**config.mk**
```make
export PLATFORM = sky130hd
export DESIGN_NAME = qos_classifier_queue_scheduler
export DESIGN_NICKNAME = d
export VERILOG_FILES = /design/src/qos_classifier_queue_scheduler.v /design/src/qos_fifo.v
export VERILOG_INCLUDE_DIRS = /design/src
export SDC_FILE = /design/constraint.sdc
export NUM_CORES = 1
export LEC_CHECK = 0
export BUFFER_PORTS_ARGS = -buffer_cell sky130_fd_sc_hd__buf_2
export CORE_ASPECT_RATIO = 0.5
export CORE_UTILIZATION = 25
export CTS_CLUSTER_SIZE = 40
export DETAILED_ROUTE_END_ITERATION = 10
export PLACE_DENSITY = 0.37
export SKIP_CTS_REPAIR_TIMING = 1
export SYNTH_ARGS = -nofsm -noshare
export SYNTH_HDL_FRONTEND = slang
export SYNTH_HIERARCHICAL = 1
export SYNTH_SLANG_ARGS = --single-unit
```
**constraint.sdc**
```tcl
create_clock -name aclk -period 23 [get_ports aclk]
set_input_delay 3.45 -clock aclk [delete_from_list [all_inputs] [get_ports aclk]]
set_output_delay 3.45 -clock aclk [all_outputs]
set_load 0.005 [all_outputs]
```
**src/qos_map.vh**
```
/*
 * Register map, field positions, codes and sizes of the QoS classifier and
 * queue scheduler. Assumes the includer is plain Verilog-2005 on one clock.
 */
// Notes on behaviour
// - At most one of tag, DSCP, port modes; mode code 3 classifies nothing
// - Tag mode uses the tag's user priority
// - Four egress queues, highest to lowest
// - Priority 0 to 7, seven most important
// - Table maps each priority to a queue
// - FCFS sends strictly in arrival order
// - Strict mode empties higher queues first
// - WRR: per-queue weight frames, then next lower
// - Weights 8,4,2,1 give that round pattern
// - Port mode: per-port priority or disabled
// - Port settings kept for ports 1..10
// - DSCP mode takes codepoint from IPv4 frames
// - All 64 codepoints index the table
// - Table holds 64 entries of 0..7
// - Service octet split; must-be-zero ignored
// - Global DSCP enable gates table writes
// - Per-port DSCP enable for IPv4 frames
`ifndef QOS_MAP_VH
`define QOS_MAP_VH

// ----------------------------------------
// Register offsets (byte addresses)
// ----------------------------------------
`define QOS_AW            12
`define QOS_OFF_CTRL      12'h000
`define QOS_OFF_WEIGHT    12'h004
`define QOS_OFF_QMAP      12'h008
`define QOS_OFF_DSCP_PEN  12'h00C
`define QOS_OFF_STATUS    12'h010
`define QOS_OFF_PORT_LO   12'h040
`define QOS_OFF_PORT_HI   12'h068
`define QOS_OFF_DSCP_LO   12'h100
`define QOS_OFF_DSCP_HI   12'h200

// ----------------------------------------
// Fields, codes and reset values
// ----------------------------------------
`define QOS_CTRL_MODE     1:0
`define QOS_CTRL_SCHED    3:2
`define QOS_CTRL_DSCP_EN  4
`define QOS_MODE_TAG      2'h0
`define QOS_MODE_DSCP     2'h1
`define QOS_MODE_PORT     2'h2
`define QOS_SCHED_FCFS    2'h0
`define QOS_SCHED_STRICT  2'h1
`define QOS_SCHED_WRR     2'h2
`define QOS_WEIGHT_RST    16'h8421
`define QOS_QMAP_RST      16'hFA50
`define QOS_PORT_EN_BIT   3
`define QOS_RESP_OKAY     2'h0
`define QOS_RESP_SLVERR   2'h2

// ----------------------------------------
// Sizes
// ----------------------------------------
`define QOS_NUM_PORTS     10
`define QOS_NUM_DSCP      64
`define QOS_NUM_Q         4
`define QOS_Q_LOWEST      2'h0
`define QOS_Q_HIGHEST     2'h3
`define QOS_FIFO_DEPTH    4
`define QOS_FIFO_AW       2
`define QOS_REF_W         8
`define QOS_STAMP_W       5
`define QOS_ENTRY_W       16

`endif

```
**src/qos_classifier_queue_scheduler.v**
```verilog
/*
 * Per-port QoS classifier with four egress queues and a scheduler, plus an
 * AXI4-Lite register slave. Assumes one clock and frame descriptors offered
 * one per cycle at most by the ingress side.
 */
`timescale 1ns/10ps
`include "qos_map.vh"

module qos_classifier_queue_scheduler (
	input  wire                   aclk,
	input  wire                   aresetn,
	input  wire                   awvalid,
	output wire                   awready,
	input  wire [`QOS_AW-1:0]     awaddr,
	input  wire                   wvalid,
	output wire                   wready,
	input  wire [31:0]            wdata,
	input  wire [3:0]             wstrb,
	output wire                   bvalid,
	input  wire                   bready,
	output wire [1:0]             bresp,
	input  wire                   arvalid,
	output wire                   arready,
	input  wire [`QOS_AW-1:0]     araddr,
	output wire                   rvalid,
	input  wire                   rready,
	output wire [31:0]            rdata,
	output wire [1:0]             rresp,
	input  wire                   in_valid,
	output wire                   in_ready,
	input  wire [3:0]             in_port,
	input  wire                   in_tagged,
	input  wire [2:0]             in_user_prio,
	input  wire                   in_ipv4,
	input  wire [7:0]             in_service,
	input  wire [`QOS_REF_W-1:0]  in_ref,
	output wire                   out_valid,
	input  wire                   out_ready,
	output wire [`QOS_REF_W-1:0]  out_ref,
	output wire [1:0]             out_queue,
	output wire [2:0]             out_prio
);
	// ----------------------------------------
	// Configuration state
	// ----------------------------------------
	reg [1:0]  mode_ff;
	reg [1:0]  sched_ff;
	reg        dscp_en_ff;
	reg [15:0] weight_ff;
	reg [15:0] qmap_ff;
	reg [`QOS_NUM_PORTS-1:0] dscp_pen_ff;
	reg [3:0]  port_cfg_ff [0:`QOS_NUM_PORTS-1];
	reg [2:0]  dscp_tab_ff [0:`QOS_NUM_DSCP-1];

	// ----------------------------------------
	// Bus slave state
	// ----------------------------------------
	reg                aw_hold_ff;
	reg [`QOS_AW-1:0]  aw_addr_ff;
	reg                w_hold_ff;
	reg [31:0]         w_data_ff;
	reg [3:0]          w_strb_ff;
	reg                bvalid_ff;
	reg [1:0]          bresp_ff;
	reg                rvalid_ff;
	reg [31:0]         rdata_ff;
	reg [1:0]          rresp_ff;

	// ----------------------------------------
	// Queue and scheduler state
	// ----------------------------------------
	reg [`QOS_STAMP_W-1:0] seq_ff;
	reg [1:0]              cur_q_ff;
	reg [3:0]              wrr_cnt_ff;
	reg                    out_valid_ff;
	reg [`QOS_REF_W-1:0]   out_ref_ff;
	reg [1:0]              out_queue_ff;
	reg [2:0]              out_prio_ff;

	wire [`QOS_ENTRY_W-1:0] q_head [0:`QOS_NUM_Q-1];
	wire [`QOS_FIFO_AW:0]   q_count [0:`QOS_NUM_Q-1];
	wire [`QOS_NUM_Q-1:0]   q_empty;
	wire [`QOS_NUM_Q-1:0]   q_full;

	function [31:0] merge;
		input [31:0] old;
		input [31:0] data;
		input [3:0]  strb;
		integer b;
		begin
			merge = old;
			for (b = 0; b < 4; b = b + 1)
				if (strb[b])
					merge[8*b +: 8] = data[8*b +: 8];
		end
	endfunction

	// ----------------------------------------
	// Classification
	// ----------------------------------------
	wire       port_ok  = (in_port >= 4'h1) && (in_port <= `QOS_NUM_PORTS);
	wire [3:0] port_idx = port_ok ? (in_port - 4'h1) : 4'h0;
	wire [5:0] dscp     = in_service[7:2];        // Low two bits are must-be-zero

	reg       cls_src;
	reg [2:0] cls_prio;
	reg [1:0] cls_q;

	always @* begin
		cls_src  = 1'b0;
		cls_prio = 3'h0;
		case (mode_ff)
			`QOS_MODE_TAG: begin
				cls_src  = in_tagged;
				cls_prio = in_user_prio;
			end
			`QOS_MODE_DSCP: begin
				cls_src  = in_ipv4 && dscp_en_ff && port_ok
				           && dscp_pen_ff[port_idx];
				cls_prio = dscp_tab_ff[dscp];
			end
			`QOS_MODE_PORT: begin
				cls_src  = port_ok && port_cfg_ff[port_idx][`QOS_PORT_EN_BIT];
				cls_prio = port_cfg_ff[port_idx][2:0];
			end
			default: begin
				cls_src  = 1'b0;
				cls_prio = 3'h0;
			end
		endcase
		if (!cls_src)
			cls_prio = 3'h0;
		// Unclassified frames bypass the map table
		cls_q = cls_src ? qmap_ff[{cls_prio, 1'b0} +: 2] : `QOS_Q_LOWEST;
	end

	// Back-pressure only from the queue this frame is headed for
	assign in_ready = !q_full[cls_q];
	wire   in_take  = in_valid && in_ready;

	// ----------------------------------------
	// Scheduler selection
	// ----------------------------------------
	reg                    sel_ok;
	reg [1:0]              sel_q;
	reg [`QOS_STAMP_W-1:0] age;
	reg [`QOS_STAMP_W-1:0] best_age;
	reg [1:0]              cand;
	reg [3:0]              wt;
	integer                i;

	always @* begin
		sel_ok   = 1'b0;
		sel_q    = 2'h0;
		age      = {`QOS_STAMP_W{1'b0}};
		best_age = {`QOS_STAMP_W{1'b0}};
		cand     = 2'h0;
		wt       = weight_ff[{cur_q_ff, 2'h0} +: 4];
		if (wt == 4'h0)
			wt = 4'h1;
		case (sched_ff)
			`QOS_SCHED_FCFS: begin
				// Stamps wrap, but at most sixteen frames wait, so age never aliases
				for (i = 0; i < `QOS_NUM_Q; i = i + 1) begin
					age = seq_ff - q_head[i][`QOS_STAMP_W-1:0];
					if (!q_empty[i] && (!sel_ok || age > best_age)) begin
						sel_ok   = 1'b1;
						sel_q    = i[1:0];
						best_age = age;
					end
				end
			end
			`QOS_SCHED_STRICT: begin
				for (i = 0; i < `QOS_NUM_Q; i = i + 1)
					if (!q_empty[i]) begin
						sel_ok = 1'b1;
						sel_q  = i[1:0];
					end
			end
			`QOS_SCHED_WRR: begin
				if (!q_empty[cur_q_ff] && wrr_cnt_ff < wt) begin
					sel_ok = 1'b1;
					sel_q  = cur_q_ff;
				end else begin
					// Step down one queue at a time, wrapping from lowest to highest
					for (i = 1; i <= `QOS_NUM_Q; i = i + 1) begin
						cand = cur_q_ff - i[1:0];
						if (!sel_ok && !q_empty[cand]) begin
							sel_ok = 1'b1;
							sel_q  = cand;
						end
					end
				end
			end
			default: begin
				sel_ok = 1'b0;
				sel_q  = 2'h0;
			end
		endcase
	end

	wire load_out = sel_ok && (!out_valid_ff || out_ready);

	// ----------------------------------------
	// Egress queues
	// ----------------------------------------
	genvar g;
	generate
		for (g = 0; g < `QOS_NUM_Q; g = g + 1) begin : gen_q
			qos_fifo u_fifo (
				.aclk    (aclk),
				.aresetn (aresetn),
				.push    (in_take && (cls_q == g)),
				.din     ({in_ref, cls_prio, seq_ff}),
				.pop     (load_out && (sel_q == g)),
				.dout    (q_head[g]),
				.empty   (q_empty[g]),
				.full    (q_full[g]),
				.count   (q_count[g])
			);
		end
	endgenerate

	// ----------------------------------------
	// Scheduler and output stage
	// ----------------------------------------
	always @(posedge aclk) begin
		if (!aresetn) begin
			seq_ff       <= {`QOS_STAMP_W{1'b0}};
			cur_q_ff     <= `QOS_Q_HIGHEST;
			wrr_cnt_ff   <= 4'h0;
			out_valid_ff <= 1'b0;
			out_ref_ff   <= {`QOS_REF_W{1'b0}};
			out_queue_ff <= 2'h0;
			out_prio_ff  <= 3'h0;
		end else begin
			if (in_take)
				seq_ff <= seq_ff + 1'b1;
			if (load_out) begin
				out_valid_ff <= 1'b1;
				out_ref_ff   <= q_head[sel_q][`QOS_ENTRY_W-1 -: `QOS_REF_W];
				out_prio_ff  <= q_head[sel_q][`QOS_STAMP_W +: 3];
				out_queue_ff <= sel_q;
				if (sel_q == cur_q_ff) begin
					wrr_cnt_ff <= wrr_cnt_ff + 4'h1;
				end else begin
					cur_q_ff   <= sel_q;
					wrr_cnt_ff <= 4'h1;
				end
			end else if (out_ready) begin
				out_valid_ff <= 1'b0;
			end
		end
	end

	assign out_valid = out_valid_ff;
	assign out_ref   = out_ref_ff;
	assign out_queue = out_queue_ff;
	assign out_prio  = out_prio_ff;

	// ----------------------------------------
	// Register write path
	// ----------------------------------------
	assign awready = !aw_hold_ff;
	assign wready  = !w_hold_ff;
	assign bvalid  = bvalid_ff;
	assign bresp   = bresp_ff;

	wire do_write = aw_hold_ff && w_hold_ff && !bvalid_ff;
	wire wr_port  = (aw_addr_ff >= `QOS_OFF_PORT_LO) && (aw_addr_ff < `QOS_OFF_PORT_HI);
	wire wr_dscp  = (aw_addr_ff >= `QOS_OFF_DSCP_LO) && (aw_addr_ff < `QOS_OFF_DSCP_HI);
	wire [31:0] wr_old_ctrl = {27'h0, dscp_en_ff, sched_ff, mode_ff};
	wire [31:0] wr_ctrl  = merge(wr_old_ctrl, w_data_ff, w_strb_ff);
	wire [31:0] wr_wt    = merge({16'h0, weight_ff}, w_data_ff, w_strb_ff);
	wire [31:0] wr_qmap  = merge({16'h0, qmap_ff}, w_data_ff, w_strb_ff);
	wire [31:0] wr_pen   = merge({22'h0, dscp_pen_ff}, w_data_ff, w_strb_ff);
	wire [3:0]  wr_pidx  = aw_addr_ff[5:2];
	wire [5:0]  wr_didx  = aw_addr_ff[7:2];
	wire        wr_known = (aw_addr_ff == `QOS_OFF_CTRL) || (aw_addr_ff == `QOS_OFF_WEIGHT)
	                       || (aw_addr_ff == `QOS_OFF_QMAP) || (aw_addr_ff == `QOS_OFF_DSCP_PEN)
	                       || (aw_addr_ff == `QOS_OFF_STATUS) || wr_port || wr_dscp;
	integer k;

	always @(posedge aclk) begin
		if (!aresetn) begin
			aw_hold_ff  <= 1'b0;
			aw_addr_ff  <= {`QOS_AW{1'b0}};
			w_hold_ff   <= 1'b0;
			w_data_ff   <= 32'h0;
			w_strb_ff   <= 4'h0;
			bvalid_ff   <= 1'b0;
			bresp_ff    <= `QOS_RESP_OKAY;
			mode_ff     <= `QOS_MODE_TAG;
			sched_ff    <= `QOS_SCHED_FCFS;
			dscp_en_ff  <= 1'b0;
			weight_ff   <= `QOS_WEIGHT_RST;
			qmap_ff     <= `QOS_QMAP_RST;
			dscp_pen_ff <= {`QOS_NUM_PORTS{1'b0}};
			for (k = 0; k < `QOS_NUM_PORTS; k = k + 1)
				port_cfg_ff[k] <= 4'h0;
			for (k = 0; k < `QOS_NUM_DSCP; k = k + 1)
				dscp_tab_ff[k] <= 3'h0;
		end else begin
			if (awvalid && !aw_hold_ff) begin
				aw_hold_ff <= 1'b1;
				aw_addr_ff <= awaddr;
			end
			if (wvalid && !w_hold_ff) begin
				w_hold_ff <= 1'b1;
				w_data_ff <= wdata;
				w_strb_ff <= wstrb;
			end
			if (bvalid_ff && bready)
				bvalid_ff <= 1'b0;
			if (do_write) begin
				aw_hold_ff <= 1'b0;
				w_hold_ff  <= 1'b0;
				bvalid_ff  <= 1'b1;
				bresp_ff   <= wr_known ? `QOS_RESP_OKAY : `QOS_RESP_SLVERR;
				if (aw_addr_ff == `QOS_OFF_CTRL) begin
					mode_ff    <= wr_ctrl[`QOS_CTRL_MODE];
					sched_ff   <= wr_ctrl[`QOS_CTRL_SCHED];
					dscp_en_ff <= wr_ctrl[`QOS_CTRL_DSCP_EN];
				end
				if (aw_addr_ff == `QOS_OFF_WEIGHT)
					weight_ff <= wr_wt[15:0];
				if (aw_addr_ff == `QOS_OFF_QMAP)
					qmap_ff <= wr_qmap[15:0];
				if (aw_addr_ff == `QOS_OFF_DSCP_PEN)
					dscp_pen_ff <= wr_pen[`QOS_NUM_PORTS-1:0];
				if (wr_port && w_strb_ff[0])
					port_cfg_ff[wr_pidx] <= w_data_ff[3:0];
				// Table locked while codepoint classification is off
				if (wr_dscp && dscp_en_ff && w_strb_ff[0])
					dscp_tab_ff[wr_didx] <= w_data_ff[2:0];
			end
		end
	end

	// ----------------------------------------
	// Register read path
	// ----------------------------------------
	assign arready = !rvalid_ff;
	assign rvalid  = rvalid_ff;
	assign rdata   = rdata_ff;
	assign rresp   = rresp_ff;

	wire       rd_port = (araddr >= `QOS_OFF_PORT_LO) && (araddr < `QOS_OFF_PORT_HI);
	wire       rd_dscp = (araddr >= `QOS_OFF_DSCP_LO) && (araddr < `QOS_OFF_DSCP_HI);
	wire [3:0] rd_pidx = araddr[5:2];
	reg [31:0] rd_val;
	reg        rd_hit;

	always @* begin
		rd_val = 32'h0;
		rd_hit = 1'b1;
		case (araddr)
			`QOS_OFF_CTRL:     rd_val = {27'h0, dscp_en_ff, sched_ff, mode_ff};
			`QOS_OFF_WEIGHT:   rd_val = {16'h0, weight_ff};
			`QOS_OFF_QMAP:     rd_val = {16'h0, qmap_ff};
			`QOS_OFF_DSCP_PEN: rd_val = {22'h0, dscp_pen_ff};
			`QOS_OFF_STATUS:   rd_val = {16'h0, 1'b0, q_count[3], 1'b0, q_count[2],
			                             1'b0, q_count[1], 1'b0, q_count[0]};
			default: begin
				if (rd_port)
					rd_val = {28'h0, port_cfg_ff[rd_pidx]};
				else if (rd_dscp)
					rd_val = {29'h0, dscp_tab_ff[araddr[7:2]]};
				else
					rd_hit = 1'b0;
			end
		endcase
	end

	always @(posedge aclk) begin
		if (!aresetn) begin
			rvalid_ff <= 1'b0;
			rdata_ff  <= 32'h0;
			rresp_ff  <= `QOS_RESP_OKAY;
		end else if (arvalid && !rvalid_ff) begin
			rvalid_ff <= 1'b1;
			rdata_ff  <= rd_val;
			rresp_ff  <= rd_hit ? `QOS_RESP_OKAY : `QOS_RESP_SLVERR;
		end else if (rvalid_ff && rready) begin
			rvalid_ff <= 1'b0;
		end
	end
endmodule // qos_classifier_queue_scheduler

```
**src/qos_fifo.v**
```verilog
/*
 * One egress queue: a small first-in first-out store in flip-flops.
 * Assumes the owner never pushes when full nor pops when empty.
 */
`timescale 1ns/10ps
`include "qos_map.vh"

module qos_fifo #(
	parameter WIDTH = `QOS_ENTRY_W,
	parameter DEPTH = `QOS_FIFO_DEPTH,
	parameter AW    = `QOS_FIFO_AW
) (
	input  wire             aclk,
	input  wire             aresetn,
	input  wire             push,
	input  wire [WIDTH-1:0] din,
	input  wire             pop,
	output wire [WIDTH-1:0] dout,
	output wire             empty,
	output wire             full,
	output wire [AW:0]      count
);
	reg [WIDTH-1:0] mem_ff [0:DEPTH-1];
	reg [AW-1:0]    wr_ff;
	reg [AW-1:0]    rd_ff;
	reg [AW:0]      cnt_ff;

	assign dout  = mem_ff[rd_ff];
	assign empty = (cnt_ff == {(AW+1){1'b0}});
	assign full  = (cnt_ff == DEPTH[AW:0]);
	assign count = cnt_ff;

	always @(posedge aclk) begin
		if (!aresetn) begin
			wr_ff  <= {AW{1'b0}};
			rd_ff  <= {AW{1'b0}};
			cnt_ff <= {(AW+1){1'b0}};
		end else begin
			if (push) begin
				mem_ff[wr_ff] <= din;
				wr_ff         <= wr_ff + 1'b1;
			end
			if (pop)
				rd_ff <= rd_ff + 1'b1;
			if (push && !pop)
				cnt_ff <= cnt_ff + 1'b1;
			else if (pop && !push)
				cnt_ff <= cnt_ff - 1'b1;
		end
	end
endmodule // qos_fifo

```
After elaboration in Yosys (flattened, before gate mapping)
Memory sizes are Yosys's and may differ from the RTL's. A register that Yosys moved wholly into a read port is not among the register bits. Index checks and enable logic that the tools add are counted.

Flip-flop bits (word level): 170. Bits in writable memories: 488. Bits of input ports: 94. Output and inout port bits: 56. Logic and storage cells: 348. Memories: 6.

Memory list: dscp_tab_ff (depth 64, bits a word 3, rd ports 2, clocked after Yosys merged registers in 0, wr ports 64, line qos_classifier_queue_scheduler.v:53) `` reg [2:0] dscp_tab_ff [0:`QOS_NUM_DSCP-1]; ``; gen_q[0].u_fifo.mem_ff (depth 4, bits a word 16, rd ports 1, clocked after Yosys merged registers in 1, wr ports 1, line qos_fifo.v:23) `reg [WIDTH-1:0] mem_ff [0:DEPTH-1];`; gen_q[1].u_fifo.mem_ff (depth 4, bits a word 16, rd ports 1, clocked after Yosys merged registers in 1, wr ports 1, line qos_fifo.v:23); gen_q[2].u_fifo.mem_ff (depth 4, bits a word 16, rd ports 1, clocked after Yosys merged registers in 1, wr ports 1, line qos_fifo.v:23); gen_q[3].u_fifo.mem_ff (depth 4, bits a word 16, rd ports 1, clocked after Yosys merged registers in 1, wr ports 1, line qos_fifo.v:23); port_cfg_ff (depth 10, bits a word 4, rd ports 2, clocked after Yosys merged registers in 0, wr ports 10, line qos_classifier_queue_scheduler.v:52) `` reg [3:0] port_cfg_ff [0:`QOS_NUM_PORTS-1]; ``.

$add $sub $neg: 26. Order comparisons: 21. Equal/unequal tests: 23. Shift-type cells: 2. Muxes and demuxes: 119. Bitwise gates (word level): 3. Reductions and logical operators: 110.

Operators with widths (count): 16-bit one-hot mux with 5 select lines (1); 1-bit 2-to-1 mux (61); 12-bit by 4-bit equality test with 1-bit output (second input constant) (4); 1-bit logical AND (44); 2-bit 2-to-1 mux (20); 3-bit 2-to-1 mux (11); 16-bit binary-select mux with 2-bit select (1); 16-bit 2-to-1 mux (2); 5-bit 2-to-1 mux (6); 1-bit logical NOT (26); 12-bit by 3-bit equality test with 1-bit output (second input constant) (2); 12-bit by 5-bit equality test with 1-bit output (second input constant) (2); 12-bit by 7-bit greater-or-equal comparator with 1-bit output (second input constant) (2); 12-bit by 9-bit greater-or-equal comparator with 1-bit output (second input constant) (2); 12-bit logical NOT (2); 12-bit by 10-bit less-than comparator with 1-bit output (second input constant) (2); 12-bit by 7-bit less-than comparator with 1-bit output (second input constant) (2); 4-bit 2-to-1 mux (6); 3-bit AND reduction (7); 5-bit subtractor (4); 2-bit by 1-bit adder with 2-bit output (second input constant) (8); 16-bit by 5-bit variable part select with 2-bit output (1); 16-bit by 5-bit variable part select with 4-bit output (1); 5-bit > comparator (3); 35 further kinds (84).

Depth between registers and ports, before layout
Gate-level depths: netlist (run 1).

Depth after elaboration: 27. Depth in mapped cells: 47. Gate-level depth less buffers: 43.

Hierarchy
The synthesis (run 1) kept the hierarchy.

Modules (own cells, without submodules): qos_classifier_queue_scheduler (times used 1, cells an instance 1975, area each 21305.4 sq um, seq. area each 10169.8 sq um); qos_fifo (times used 4, cells an instance 128, area each 2795.2 sq um, seq. area each 2102.0 sq um).

Least setup slack after synthesis (run 1)
Ideal clock, no wire load.

Kind: input to output. Start point: in in_port[0]. End point: out in_ready. Data arrival time: 7.106 ns. Setup slack: 12.444 ns. Stages: 15. Path buffers: 2. Path through: clkbuf_1 clkinv_1 ha_1 clkbuf_1 or3_1 o32a_1 a211o_1 o2111a_1 a21oi_1 nand3_2 mux4_2 o32ai_2 mux2i_1 mux2i_4 inv_1.

Longest elaborated chain between the ends: 13. Elaborated cells on any way between the ends: 19. Classes of those cells: 1 x add/sub; 2 x order compare; 1 x shift; 9 x mux; 5 x reduce/logical; 1 x memory.

RTL lines: start, declared (line qos_classifier_queue_scheduler.v:31) `input wire [3:0] in_port,`; 4-bit by 1-bit greater-or-equal comparator with 1-bit output / 4-bit <= comparator (equally long branches); 1-bit logical AND (line qos_classifier_queue_scheduler.v:101) `` wire port_ok = (in_port >= 4'h1) && (in_port <= `QOS_NUM_PORTS); ``; 4-bit 2-to-1 mux (line qos_classifier_queue_scheduler.v:102) `wire [3:0] port_idx = port_ok ? (in_port - 4'h1) : 4'h0;`; 1-bit binary-select mux with 4-bit select (line qos_classifier_queue_scheduler.v:119) `&& dscp_pen_ff[port_idx];`; 1-bit 2-to-1 mux (not written as such) (line qos_classifier_queue_scheduler.v:119); 1-bit logical AND (line qos_classifier_queue_scheduler.v:119); 1-bit one-hot mux with 3 select lines (line qos_classifier_queue_scheduler.v:112) `case (mode_ff)`; 3-bit 2-to-1 mux (line qos_classifier_queue_scheduler.v:131) `if (!cls_src)`; 16-bit by 5-bit variable part select with 2-bit output (line qos_classifier_queue_scheduler.v:134) `` cls_q = cls_src ? qmap_ff[{cls_prio, 1'b0} +: 2] : `QOS_Q_LOWEST; ``; 2-bit 2-to-1 mux (no source line) (*); 1-bit binary-select mux with 2-bit select (*) (line qos_classifier_queue_scheduler.v:138) `assign in_ready = !q_full[cls_q];`; 1-bit 2-to-1 mux (not written as such) (*) (line qos_classifier_queue_scheduler.v:138); 1-bit logical NOT (*) (line qos_classifier_queue_scheduler.v:138); end, declared (line qos_classifier_queue_scheduler.v:30) `output wire in_ready,`.

Every way passes the cells marked *; elsewhere a longest branch is shown, timed or not. The select of a mux whose other input is x is not followed.

Worst setup path after layout (run 1)
Ends and elaborated chain as after synthesis.

==> flow_summary.ini, run 1 <==
[yosys]
postSynth.topFlopCell = sky130_fd_sc_hd__edfxtp_1
ys_top_cells_by_count = sky130_fd_sc_hd__edfxtp_1, sky130_fd_sc_hd__nor2_1, sky130_fd_sc_hd__nand2_1
yosysMostFrequentCell = sky130_fd_sc_hd__edfxtp_1
yosys.cell_types.count = 91
synth_area_per_cell_um2 = 13.1
synth_largest_area_cell = sky130_fd_sc_hd__edfxtp_1
syn_inst = 2487
total_of_warnings_raised_by_yosys = 6
synth_edf_count = 512
yosys-top-cells-area = sky130_fd_sc_hd__edfxtp_1, sky130_fd_sc_hd__mux4_2, sky130_fd_sc_hd__dfxtp_1
yosys.area.top_type_share_pct = 47.3
synth.yosys.seq_area_share_pct = 57.2
syn-cell-area_um2 = 32500
synthArstFlopShare_pct = 0
synth_seq_cells = 672

[critical_path]
critical_path.n_buffers_inverters = 4
setup.worst_path.class = in2out
critical_path_peak_fanout = 29
cpPeakStageDelay_ps = 610
worst_r2r_path_depth = 40
crit_required_ps = 19550
reg2reg_slack_ps = 12710
worst_setup_path_end_kind = primary output
cp_top_family = compound AO/OA/AOI/OAI gates
cpMaxStageDelayCell = sky130_fd_sc_hd__clkinv_1
critical_path_arrival_ps = 8780
worst_setup_path_start_kind = primary input
most_common_cell_type_on_the_critical_path = sky130_fd_sc_hd__buf_2
timing.rr.end = gen_q[3].u_fifo/count[2]
chain_of_cells_forming_the_critical_path = buf_2 > clkinv_1 > ha_1 > or3b_1 > a22oi_4 > a2111oi_0 > o22ai_1 > a21oi_1 > nand3_2 > mux4_2 > o32ai_2 > mux2i_1 > mux2i_4 > inv_1 > buf_2

[finish]
finish.net_count = 2728
final_core_utilization_pct = 28.8
fillers = 13100
instances_no_fill = 4336
final_layout_size_suffix_gt1_share_pct = 18.1
area_delta_synth_final_pct = 14.3
layout.area.seq_um2 = 18600
multiInputGateArea_um2 = 12900

[routing]
drt_pre_antenna_iters = 9
drc_violation_count_after_routing = 0
routed_vias_inst = 4.86
finalWirelength_um = 106000
drt.antenna.violating_nets = 0
route.detailed.wl_per_inst_um = 24.5
violation_count_after_the_first_detailed_routing_iteration = 1786
via_count = 21100

[placement]
placed_cells = 4204
numPortBuffers = 111
dp_hpwl_um = 70100
gpl.final_weighted_congestion = 0.804

[clock_network]
clockBufferDepth = 3
clock_tree.root_cell = sky130_fd_sc_hd__clkbuf_16
cts_htree_levels = 3
tritoncts_num_sinks = 672
worst_skew_pair.late_latency_ps = 680
cts_tree = yes
cts.reportedPaths.clkPinSlew_ps = 60
inserted_clock_buffers = 71

[timing]
finalWorstPathRequiredPeriod_ps = 12230
timing.fmax_mhz = 81.8
fin_crit_sh_pct = 53.2
grt_setup_unrepaired = no
finalClockSkew_ps = 30.0
relSlewSlack_pct = -3.27
hold_viol_final = 0
tns_ps = 0
setup-violations-final = 0
timing.final.max_slew_violations = 2
tightestPinTransition_ps = 1510

[floorplanning]
design.core.area_um2 = 129000
placementRows = 93
start_util_pct = 25.2
io_pins = 150
die_area_um2 = 131000
width_of_the_die_um = 512
die_y_extent_um = 257

[worst_hold_path]
hold_path_startpoint = aw_addr_ff[0]
class_of_the_most_critical_hold_timing_path = reg2reg
min_delay_path_depth = 2
hold_path_end = aw_addr_ff[0]

[power]
power_density_nw_per_um2 = 92.6
comb_power_share_pct = 23.3
total_leakage_power_uw = 0.0127
p_int_uw = 2380
p_switching_uw = 1060
p_sw_share_pct = 30.8
peakVddDrop_uv = 50.7
sequentialPowerShare_pct = 41.3
pwr-share-clk_pct = 35.3

[flow_run]
max_cap_violations = 1

[grt]
grt.total_usage_pct = 16.0
grt_first_pass_wirelength_um = 153000
grt_pass1_vias = 21000
grt_overflow = 0
grt_start_max_net_pins = 80
antenna_violations_before_repair = 0

[status]
status = finished, violations left
failing_checks = capacitance limit, slew limit
-- worst max-delay path by stage --
stage / slack [ps] / cells past startpoint / to / from
finish: 10770 / 15 / in_ready / in_port[0]
global route: 10270 / 15 / in_ready / in_port[0]
CTS: 10490 / 15 / in_ready / in_port[0]
detailed placement: 10510 / 15 / in_ready / in_port[0]
global placement: 10570 / 15 / in_ready / in_port[0]
floorplan: 12440 / 15 / in_ready / in_port[0]
-- metrics by stage --
step / hold slack, ps / total power, µW / area, µm² / setup slack [ps]
floorplan: 432 / 2020 / 32600 / 12440
global placement: 449 / 2260 / 34700 / 10570
detailed placement: 453 / 2260 / 34700 / 10510
CTS: 465 / 3500 / 37100 / 10490
global route: 481 / 3620 / 37100 / 10270
finish: 461 / 3440 / 37100 / 10770
-- worst reg2reg max path: cells and delay by family (launching register included) --
family	cells	cell delay [ps]
compound gates	20	4570
fa+ha+maj	7	2040
simple gates	8	1750
xor+xnor	1	160
flops	1	980
buf+inv	3	270
mux	1	450
-- cells by family (layout without fill, tap and decap cells) --
| kind of cell | after synthesis | in the layout | synth area share [%] |
|---|---|---|---|
| buf+inv | 254 | 351 | 3.67 |
| fa+ha+maj | 68 | 68 | 2.80 |
| flops | 672 | 672 | 57.2 |
| mux | 284 | 284 | 16.6 |
| xor+xnor | 38 | 38 | 1.02 |
| other cells | 1 | 43 | 0.0115 |
| compound gates | 404 | 404 | 8.03 |
| simple gates | 766 | 766 | 10.6 |
-- sequential cells by signal, indices dropped and copies added (netlist names), 16 cells and up, named ones only --
| register | cells |
|---|---|
| rdata | 16 |
| port_cfg_ff | 64 |
| gen_q.u_fifo/mem_ff | 256 |
| w_data_ff | 16 |
| weight_ff | 16 |
| qmap_ff | 16 |
| dscp_tab_ff | 192 |
-- layout make-up --
cell class | instances | area share [%]
Multi-Input combinational cell | 1602 | 34.7
Inverter | 72 | 0.734
Tap cell | 1710 | 5.76
Timing Repair Buffer | 148 | 2.26
Clock inverter | 46 | 1.36
Sequential cell | 672 | 50.0
Antenna cell | 1 | 0.00674
Clock buffer | 85 | 5.13
-- cells in the final DEF (no fill, tap or decap), drive strengths merged, types with 7 or more instances in the layout --
| cell type | synthesis | layout |
|---|---|---|
| a211oi | 18 | 18 |
| nand2 | 240 | 240 |
| dfxtp | 160 | 160 |
| conb | 1 | 42 |
| xnor2 | 21 | 21 |
| clkinv | 2 | 28 |
| xor2 | 17 | 17 |
| o21ai | 126 | 126 |
| a221oi | 14 | 14 |
| a31oi | 10 | 10 |
| a21oi | 105 | 105 |
| or3 | 12 | 12 |
| edfxtp | 512 | 512 |
| inv | 70 | 76 |
| clkinvlp | 0 | 8 |
| o21a | 9 | 9 |
| nor3b | 8 | 8 |
| nor2b | 34 | 34 |
| buf | 67 | 148 |
| ha | 59 | 59 |
| a21o | 13 | 13 |
| a22o | 7 | 7 |
| a22oi | 19 | 19 |
| nand3 | 30 | 30 |
| nor3 | 29 | 29 |
| and2 | 41 | 41 |
| nor2 | 296 | 296 |
| fa | 8 | 8 |
| o31ai | 13 | 13 |
| o22ai | 16 | 16 |
| clkbuf | 115 | 85 |
| mux2i | 64 | 64 |
| and3 | 25 | 25 |
| nand2b | 23 | 23 |
| mux2 | 29 | 29 |
| mux4 | 191 | 191 |
-- routing by layer --
layer,GRT usage (%),share of wire (%),up-vias
met5,0,0,-
met4,3.80,1.8,0
met3,2.29,3.9,111
met2,26.0,47,460
met1,22.6,47,11000
li1,-,-,9502
-- power by group through the flow --
stage          registers (µW)  logic [µW]  clock network [µW]
2_1_floorplan            1410         601                   0
3_5_place_dp             1450         815                   0
5_1_grt                  1430         890                1300
6_report                 1420         803                1220
3_3_place_gp             1450         811                   0
4_1_cts                  1420         819                1260
Note: power is estimated with default switching activity, not from simulation.
==> run 2, diff against run 1 <==
Settings changed: ABC_AREA from default to 1, PLACE_DENSITY 0.37 to 0.39.
Clock period 23 ns to 11.1 ns, I/O delays scaled along.
==> flow_summary.ini, run 2 <==
[flow_run]
max_cap_violations = 0

[critical_path]
worst_r2r_path_depth = 51
critical_path_arrival_ps = 9030
setup.worst_path.class = reg2reg
worst_setup_path_start_kind = register
critical_path_peak_fanout = 33
worst_setup_path_end_kind = register
cpPeakStageDelay_ps = 510
cpMaxStageDelayCell = sky130_fd_sc_hd__nand2_2
crit_required_ps = 11650
most_common_cell_type_on_the_critical_path = sky130_fd_sc_hd__nand2_1

[finish]
mostFrequentLayoutCell = sky130_fd_sc_hd__nand2_1
flip_flop_count_of_the_largest_register_after_layout = 256
max_flop_register = gen_q.u_fifo/mem_ff
finish.net_count = 3831
multiInputGateArea_um2 = 12300
final_layout_size_suffix_gt1_share_pct = 9.13
final_core_utilization_pct = 28.9
final_cell_mix = sky130_fd_sc_hd__nand2_1, sky130_fd_sc_hd__nor2_1, sky130_fd_sc_hd__edfxtp_1
layout.area.seq_um2 = 18600
area_delta_synth_final_pct = 14.2
reg.largest.list = gen_q.u_fifo/mem_ff: 256 flops, dscp_tab_ff: 192 flops, port_cfg_ff: 64 flops
fillers = 13600

[routing]
violation_count_after_the_first_detailed_routing_iteration = 1997
finalWirelength_um = 110000
drt.antenna.violating_nets = 0
via_count = 26000
route.detailed.wl_per_inst_um = 20.2
routed_vias_inst = 4.79
drt_pre_antenna_iters = 5
drc_violation_count_after_routing = 0

[floorplanning]
die_area_um2 = 132000
placementRows = 93
io_pins = 150
die_y_extent_um = 258
start_util_pct = 25.3
width_of_the_die_um = 513
design.core.area_um2 = 129000

[yosys]
syn_inst = 3580
ys_top_cells_by_count = sky130_fd_sc_hd__nand2_1, sky130_fd_sc_hd__nor2_1, sky130_fd_sc_hd__edfxtp_1
synth_edf_count = 512
synth_largest_area_cell = sky130_fd_sc_hd__edfxtp_1
synth_area_per_cell_um2 = 9.13
yosysMostFrequentCell = sky130_fd_sc_hd__nand2_1
synth_seq_cells = 672
total_of_warnings_raised_by_yosys = 6
yosys-top-cells-area = sky130_fd_sc_hd__edfxtp_1, sky130_fd_sc_hd__dfxtp_1, sky130_fd_sc_hd__nand2_1
synth.yosys.seq_area_share_pct = 56.8
yosys.cell_types.count = 51
syn-cell-area_um2 = 32700
postSynth.topFlopCell = sky130_fd_sc_hd__edfxtp_1
synthArstFlopShare_pct = 0
yosys.area.top_type_share_pct = 47.0

[power]
p_switching_uw = 3000
pwr-share-clk_pct = 29.9
power_density_nw_per_um2 = 213
comb_power_share_pct = 33.1
p_int_uw = 4950
total_leakage_power_uw = 0.0143
p_sw_share_pct = 37.7
sequentialPowerShare_pct = 37.1
peakVddDrop_uv = 168

[worst_hold_path]
min_delay_path_depth = 1
class_of_the_most_critical_hold_timing_path = reg2reg

[grt]
grt_start_max_net_pins = 124
antenna_violations_before_repair = 4
met1_usage_pct = 22.0
grt.met2_usage_pct = 26.9
grt.total_usage_pct = 16.4
met3_usage_grt_pct = 3.00
grt_first_pass_wirelength_um = 163000
grt_pass1_vias = 25300
grt_overflow = 0
gr-max-usage-layer = met2

[timing]
fin_crit_sh_pct = 76.4
tightestPinTransition_ps = 1410
finalClockSkew_ps = 30.4
relSlewSlack_pct = 3.74
hold_viol_final = 0
tns_ps = 0
timing.final.max_slew_violations = 0
timing.fmax_mhz = 118
finalWorstPathRequiredPeriod_ps = 8480
hold_slack_ps = 430
grt_setup_unrepaired = no
setup-violations-final = 0

[clock_network]
cts_tree = yes
clock_tree.root_cell = sky130_fd_sc_hd__clkbuf_16
worst_skew_pair.late_latency_ps = 680
cts_htree_levels = 3
cts.reportedPaths.clkPinSlew_ps = 70
clockBufferDepth = 3
tritoncts_num_sinks = 672
inserted_clock_buffers = 69

[status]
status = complete, no violations

[placement]
gpl.final_weighted_congestion = 0.820
numPortBuffers = 111
dp_hpwl_um = 71500
[run 2: path summary, 6_finish.rpt]
check | from | slack [ps] | end
worst max-delay path | register | 2620 | gen_q[1].u_fifo/count[2]
worst min-delay path | gen_q[0].u_fifo/rd_ff[1] | 430 | register
worst max register to register | register | 2620 | gen_q[1].u_fifo/count[2]
worst min register to register | gen_q[0].u_fifo/rd_ff[1] | 430 | register
[run 2: cell families (layout without fill, tap and decap cells)]
group | after synthesis | in the layout | share of synthesized area (%)
buffers and inverters | 488 | 591 | 6.26
multiplexers | 1 | 1 | 0.0306
adder cells (fa/ha/maj) | 67 | 67 | 2.75
other | 1 | 44 | 0.0115
flip-flops | 672 | 672 | 56.8
XOR/XNOR | 19 | 19 | 0.509
AND/OR/NAND/NOR | 1611 | 1611 | 20.6
AO/OA/AOI/OAI | 721 | 721 | 13.0
[run 2: stage by stage]
step | instance area (µm²) | power, µW | setup WS (ps) | instances
6_report | 37300 | 7950 | 2620 | 5436
5_1_grt | 37300 | 8480 | 1720 | 5436
4_1_cts | 37300 | 8070 | 2540 | 5434
3_5_place_dp | 35100 | 5660 | 2590 | 5309
3_3_place_gp | 35100 | 5640 | 2490 | 5309
2_1_floorplan | 32800 | 4740 | 4570 | 3621
[run 2: layout make-up]
type                    count  area share, %
flip-flops and latches    672           49.8
multi-input cells        2461           32.9
clock inverters            32          0.824
clock buffers              93           5.08
repair buffers            171           2.78
diodes                      2         0.0134
well taps                1710           5.73
inverters                 295           2.97
[run 2: critical path, delay by kind of cell, from the launching register on]
family,cells,cell delay (ps)
simple gates,18,2330
flops,1,300
compound gates,16,2170
buf+inv,10,1460
fa+ha+maj,7,2030
[run 2: metal layers]
layer / vias to the layer above / wire, µm
met4: 2 / 2740
met1: 12700 / 50600
met5: - / 11
met2: 662 / 50900
met3: 138 / 5780
li1: 12600 / -
[run 2: power by group through the flow]
stage	Combinational [µW]	Sequential [µW]	Clock, µW
2_1_floorplan	1780	2960	0
3_3_place_gp	2640	3000	0
3_5_place_dp	2650	3000	0
4_1_cts	2670	2950	2450
5_1_grt	2980	2970	2540
6_report	2630	2950	2370
==> run 3, diff against run 2 <==
Settings changed: ABC_AREA 1 to 0.
Clock period 11.1 ns to 7.5 ns, I/O delays scaled along.
==> flow_summary.ini, run 3 (same netlist as run 1, synthesis figures left out) <==
[status]
status = finished, violations left
failing_checks = setup timing

[timing]
timing.fmax_mhz = 132
grt_setup_unrepaired = yes
postLayoutSetupSlackWorst_ps = -57.8
relSlewSlack_pct = 10.8
tightestPinTransition_ps = 1330
fin_crit_sh_pct = 101
hold_slack_ps = 458
setup-violations-final = 3
timing.final.max_slew_violations = 0
hold_viol_final = 0
finalClockSkew_ps = 25.6
finalWorstPathRequiredPeriod_ps = 7560

[finish]
mostFrequentLayoutCell = sky130_fd_sc_hd__edfxtp_1
final_cell_mix = sky130_fd_sc_hd__edfxtp_1, sky130_fd_sc_hd__nor2_1, sky130_fd_sc_hd__nand2_1
final_layout_size_suffix_gt1_share_pct = 23.1
final_design_area_no_fill_um2 = 38300
flip_flop_count_of_the_largest_register_after_layout = 256
fillers = 13100
area_delta_synth_final_pct = 18.0
max_flop_register = gen_q.u_fifo/mem_ff
finish.net_count = 2824
reg.largest.list = gen_q.u_fifo/mem_ff: 256 flops, dscp_tab_ff: 192 flops, port_cfg_ff: 64 flops

[critical_path]
cpPeakStageDelay_ps = 540
worst_r2r_path_depth = 42
worst_setup_path_end_kind = register
reg2reg_slack_ps = -60
cpMaxStageDelayCell = sky130_fd_sc_hd__mux4_2
most_common_cell_type_on_the_critical_path = sky130_fd_sc_hd__o21a_1
critical_path_arrival_ps = 8140
critical_path_peak_fanout = 4
timing_endpoint_of_the_critical_path = gen_q[3].u_fifo/count[2]
setup.worst_path.class = reg2reg
timing.rr.end = gen_q[3].u_fifo/count[2]
crit_required_ps = 8080
worst_setup_path_start_kind = register

[placement]
dp_slack_ps = -249
dp_hpwl_um = 70900
gpl.final_weighted_congestion = 0.801
numPortBuffers = 111
dpl_cell_area_um2 = 35400

[floorplanning]
design.core.area_um2 = 129000
die_y_extent_um = 257
start_util_pct = 25.2
io_pins = 150
die_area_um2 = 131000
width_of_the_die_um = 512
placementRows = 93

[clock_network]
clock_tree.root_cell = sky130_fd_sc_hd__clkbuf_16
tritoncts_num_sinks = 672
worst_skew_pair.late_latency_ps = 670
cts.reportedPaths.clkPinSlew_ps = 70
cts_tree = yes
inserted_clock_buffers = 68
cts_htree_levels = 3
clockBufferDepth = 3

[power]
sequentialPowerShare_pct = 37.7
p_int_uw = 8010
p_sw_share_pct = 30.5
post-layout-total-power_uw = 11500
comb_power_share_pct = 31.2
pwr-share-clk_pct = 31.1
power_density_nw_per_um2 = 301
p_switching_uw = 3510
total_leakage_power_uw = 0.0133
peakVddDrop_uv = 176

[worst_hold_path]
class_of_the_most_critical_hold_timing_path = reg2reg

[routing]
route.detailed.wl_per_inst_um = 23.8
routed_vias_inst = 4.82
drc_violation_count_after_routing = 0
drt.antenna.violating_nets = 0
drt_pre_antenna_iters = 7
via_count = 21300
finalWirelength_um = 105000
violation_count_after_the_first_detailed_routing_iteration = 1679

[grt]
grt_first_pass_wirelength_um = 152000
antenna_violations_before_repair = 1
grt_start_max_net_pins = 120
grt_pass1_vias = 21300
grt_overflow = 0
grt.total_usage_pct = 15.8

[flow_run]
max_cap_violations = 0
run 3: final cells by class:
cell class | instances | area [µm²] | area share, %
clock inverters | 32 | 394 | 1.03
well taps | 1710 | 2140 | 5.58
flip-flops and latches | 672 | 18600 | 48.5
clock buffers | 91 | 1870 | 4.88
repair buffers | 247 | 1770 | 4.61
multi-input cells | 1602 | 13300 | 34.7
diodes | 1 | 2.50 | 0.00653
inverters | 72 | 274 | 0.715
run 3: worst min-delay path by stage:
stage / start / endpoint / slack, ps / cells after the start
finish: aw_addr_ff[0] / aw_addr_ff[0] / 460 / 2
floorplan: w_strb_ff[1] / w_strb_ff[1] / 430 / 2
global route: aw_addr_ff[0] / aw_addr_ff[0] / 480 / 2
CTS: aw_addr_ff[0] / aw_addr_ff[0] / 460 / 2
global placement: aw_addr_ff[1] / aw_addr_ff[1] / 450 / 2
detailed placement: aw_addr_ff[0] / aw_addr_ff[0] / 450 / 2
run 3: stage by stage:
| step | instances | TNS, ps | util, % |
|---|---|---|---|
| 4_1_cts | 4408 | -3540 | 29.3 |
| 2_1_floorplan | 2528 | -715 | - |
| 3_3_place_gp | 4285 | -2500 | 27.5 |
| 3_5_place_dp | 4285 | -2390 | 27.5 |
| 6_report | 4427 | -86.3 | 29.8 |
| 5_1_grt | 4426 | -7900 | 29.8 |
run 3: routing by layer:
metal  wire [µm]  GRT usage, %  vias to the layer above
li1            -             -                     9691
met1       48500          22.0                    11000
met2       49300          25.5                      534
met3        4850          2.21                      134
met4        2730          5.03                        0
met5           0             0                        -
run 3: critical path, delay by kind of cell, from the launching register on:
kind	cells	cell delay, ps
DFF	1	370
buffers and inverters	4	320
xor gates and xnor gates	1	150
muxes	1	540
and+or+nand+nor	9	1200
AOI/OAI and AO/OA	20	3000
adders and majority gates	7	1900
run 3: power by group through the flow:
stage,Combinational (µW),Sequential (µW),Clock (µW)
2_1_floorplan,1940,4340,0
3_3_place_gp,2890,4420,0
3_5_place_dp,2900,4420,0
4_1_cts,2920,4340,3690
5_1_grt,3900,4370,3830
6_report,3590,4340,3580
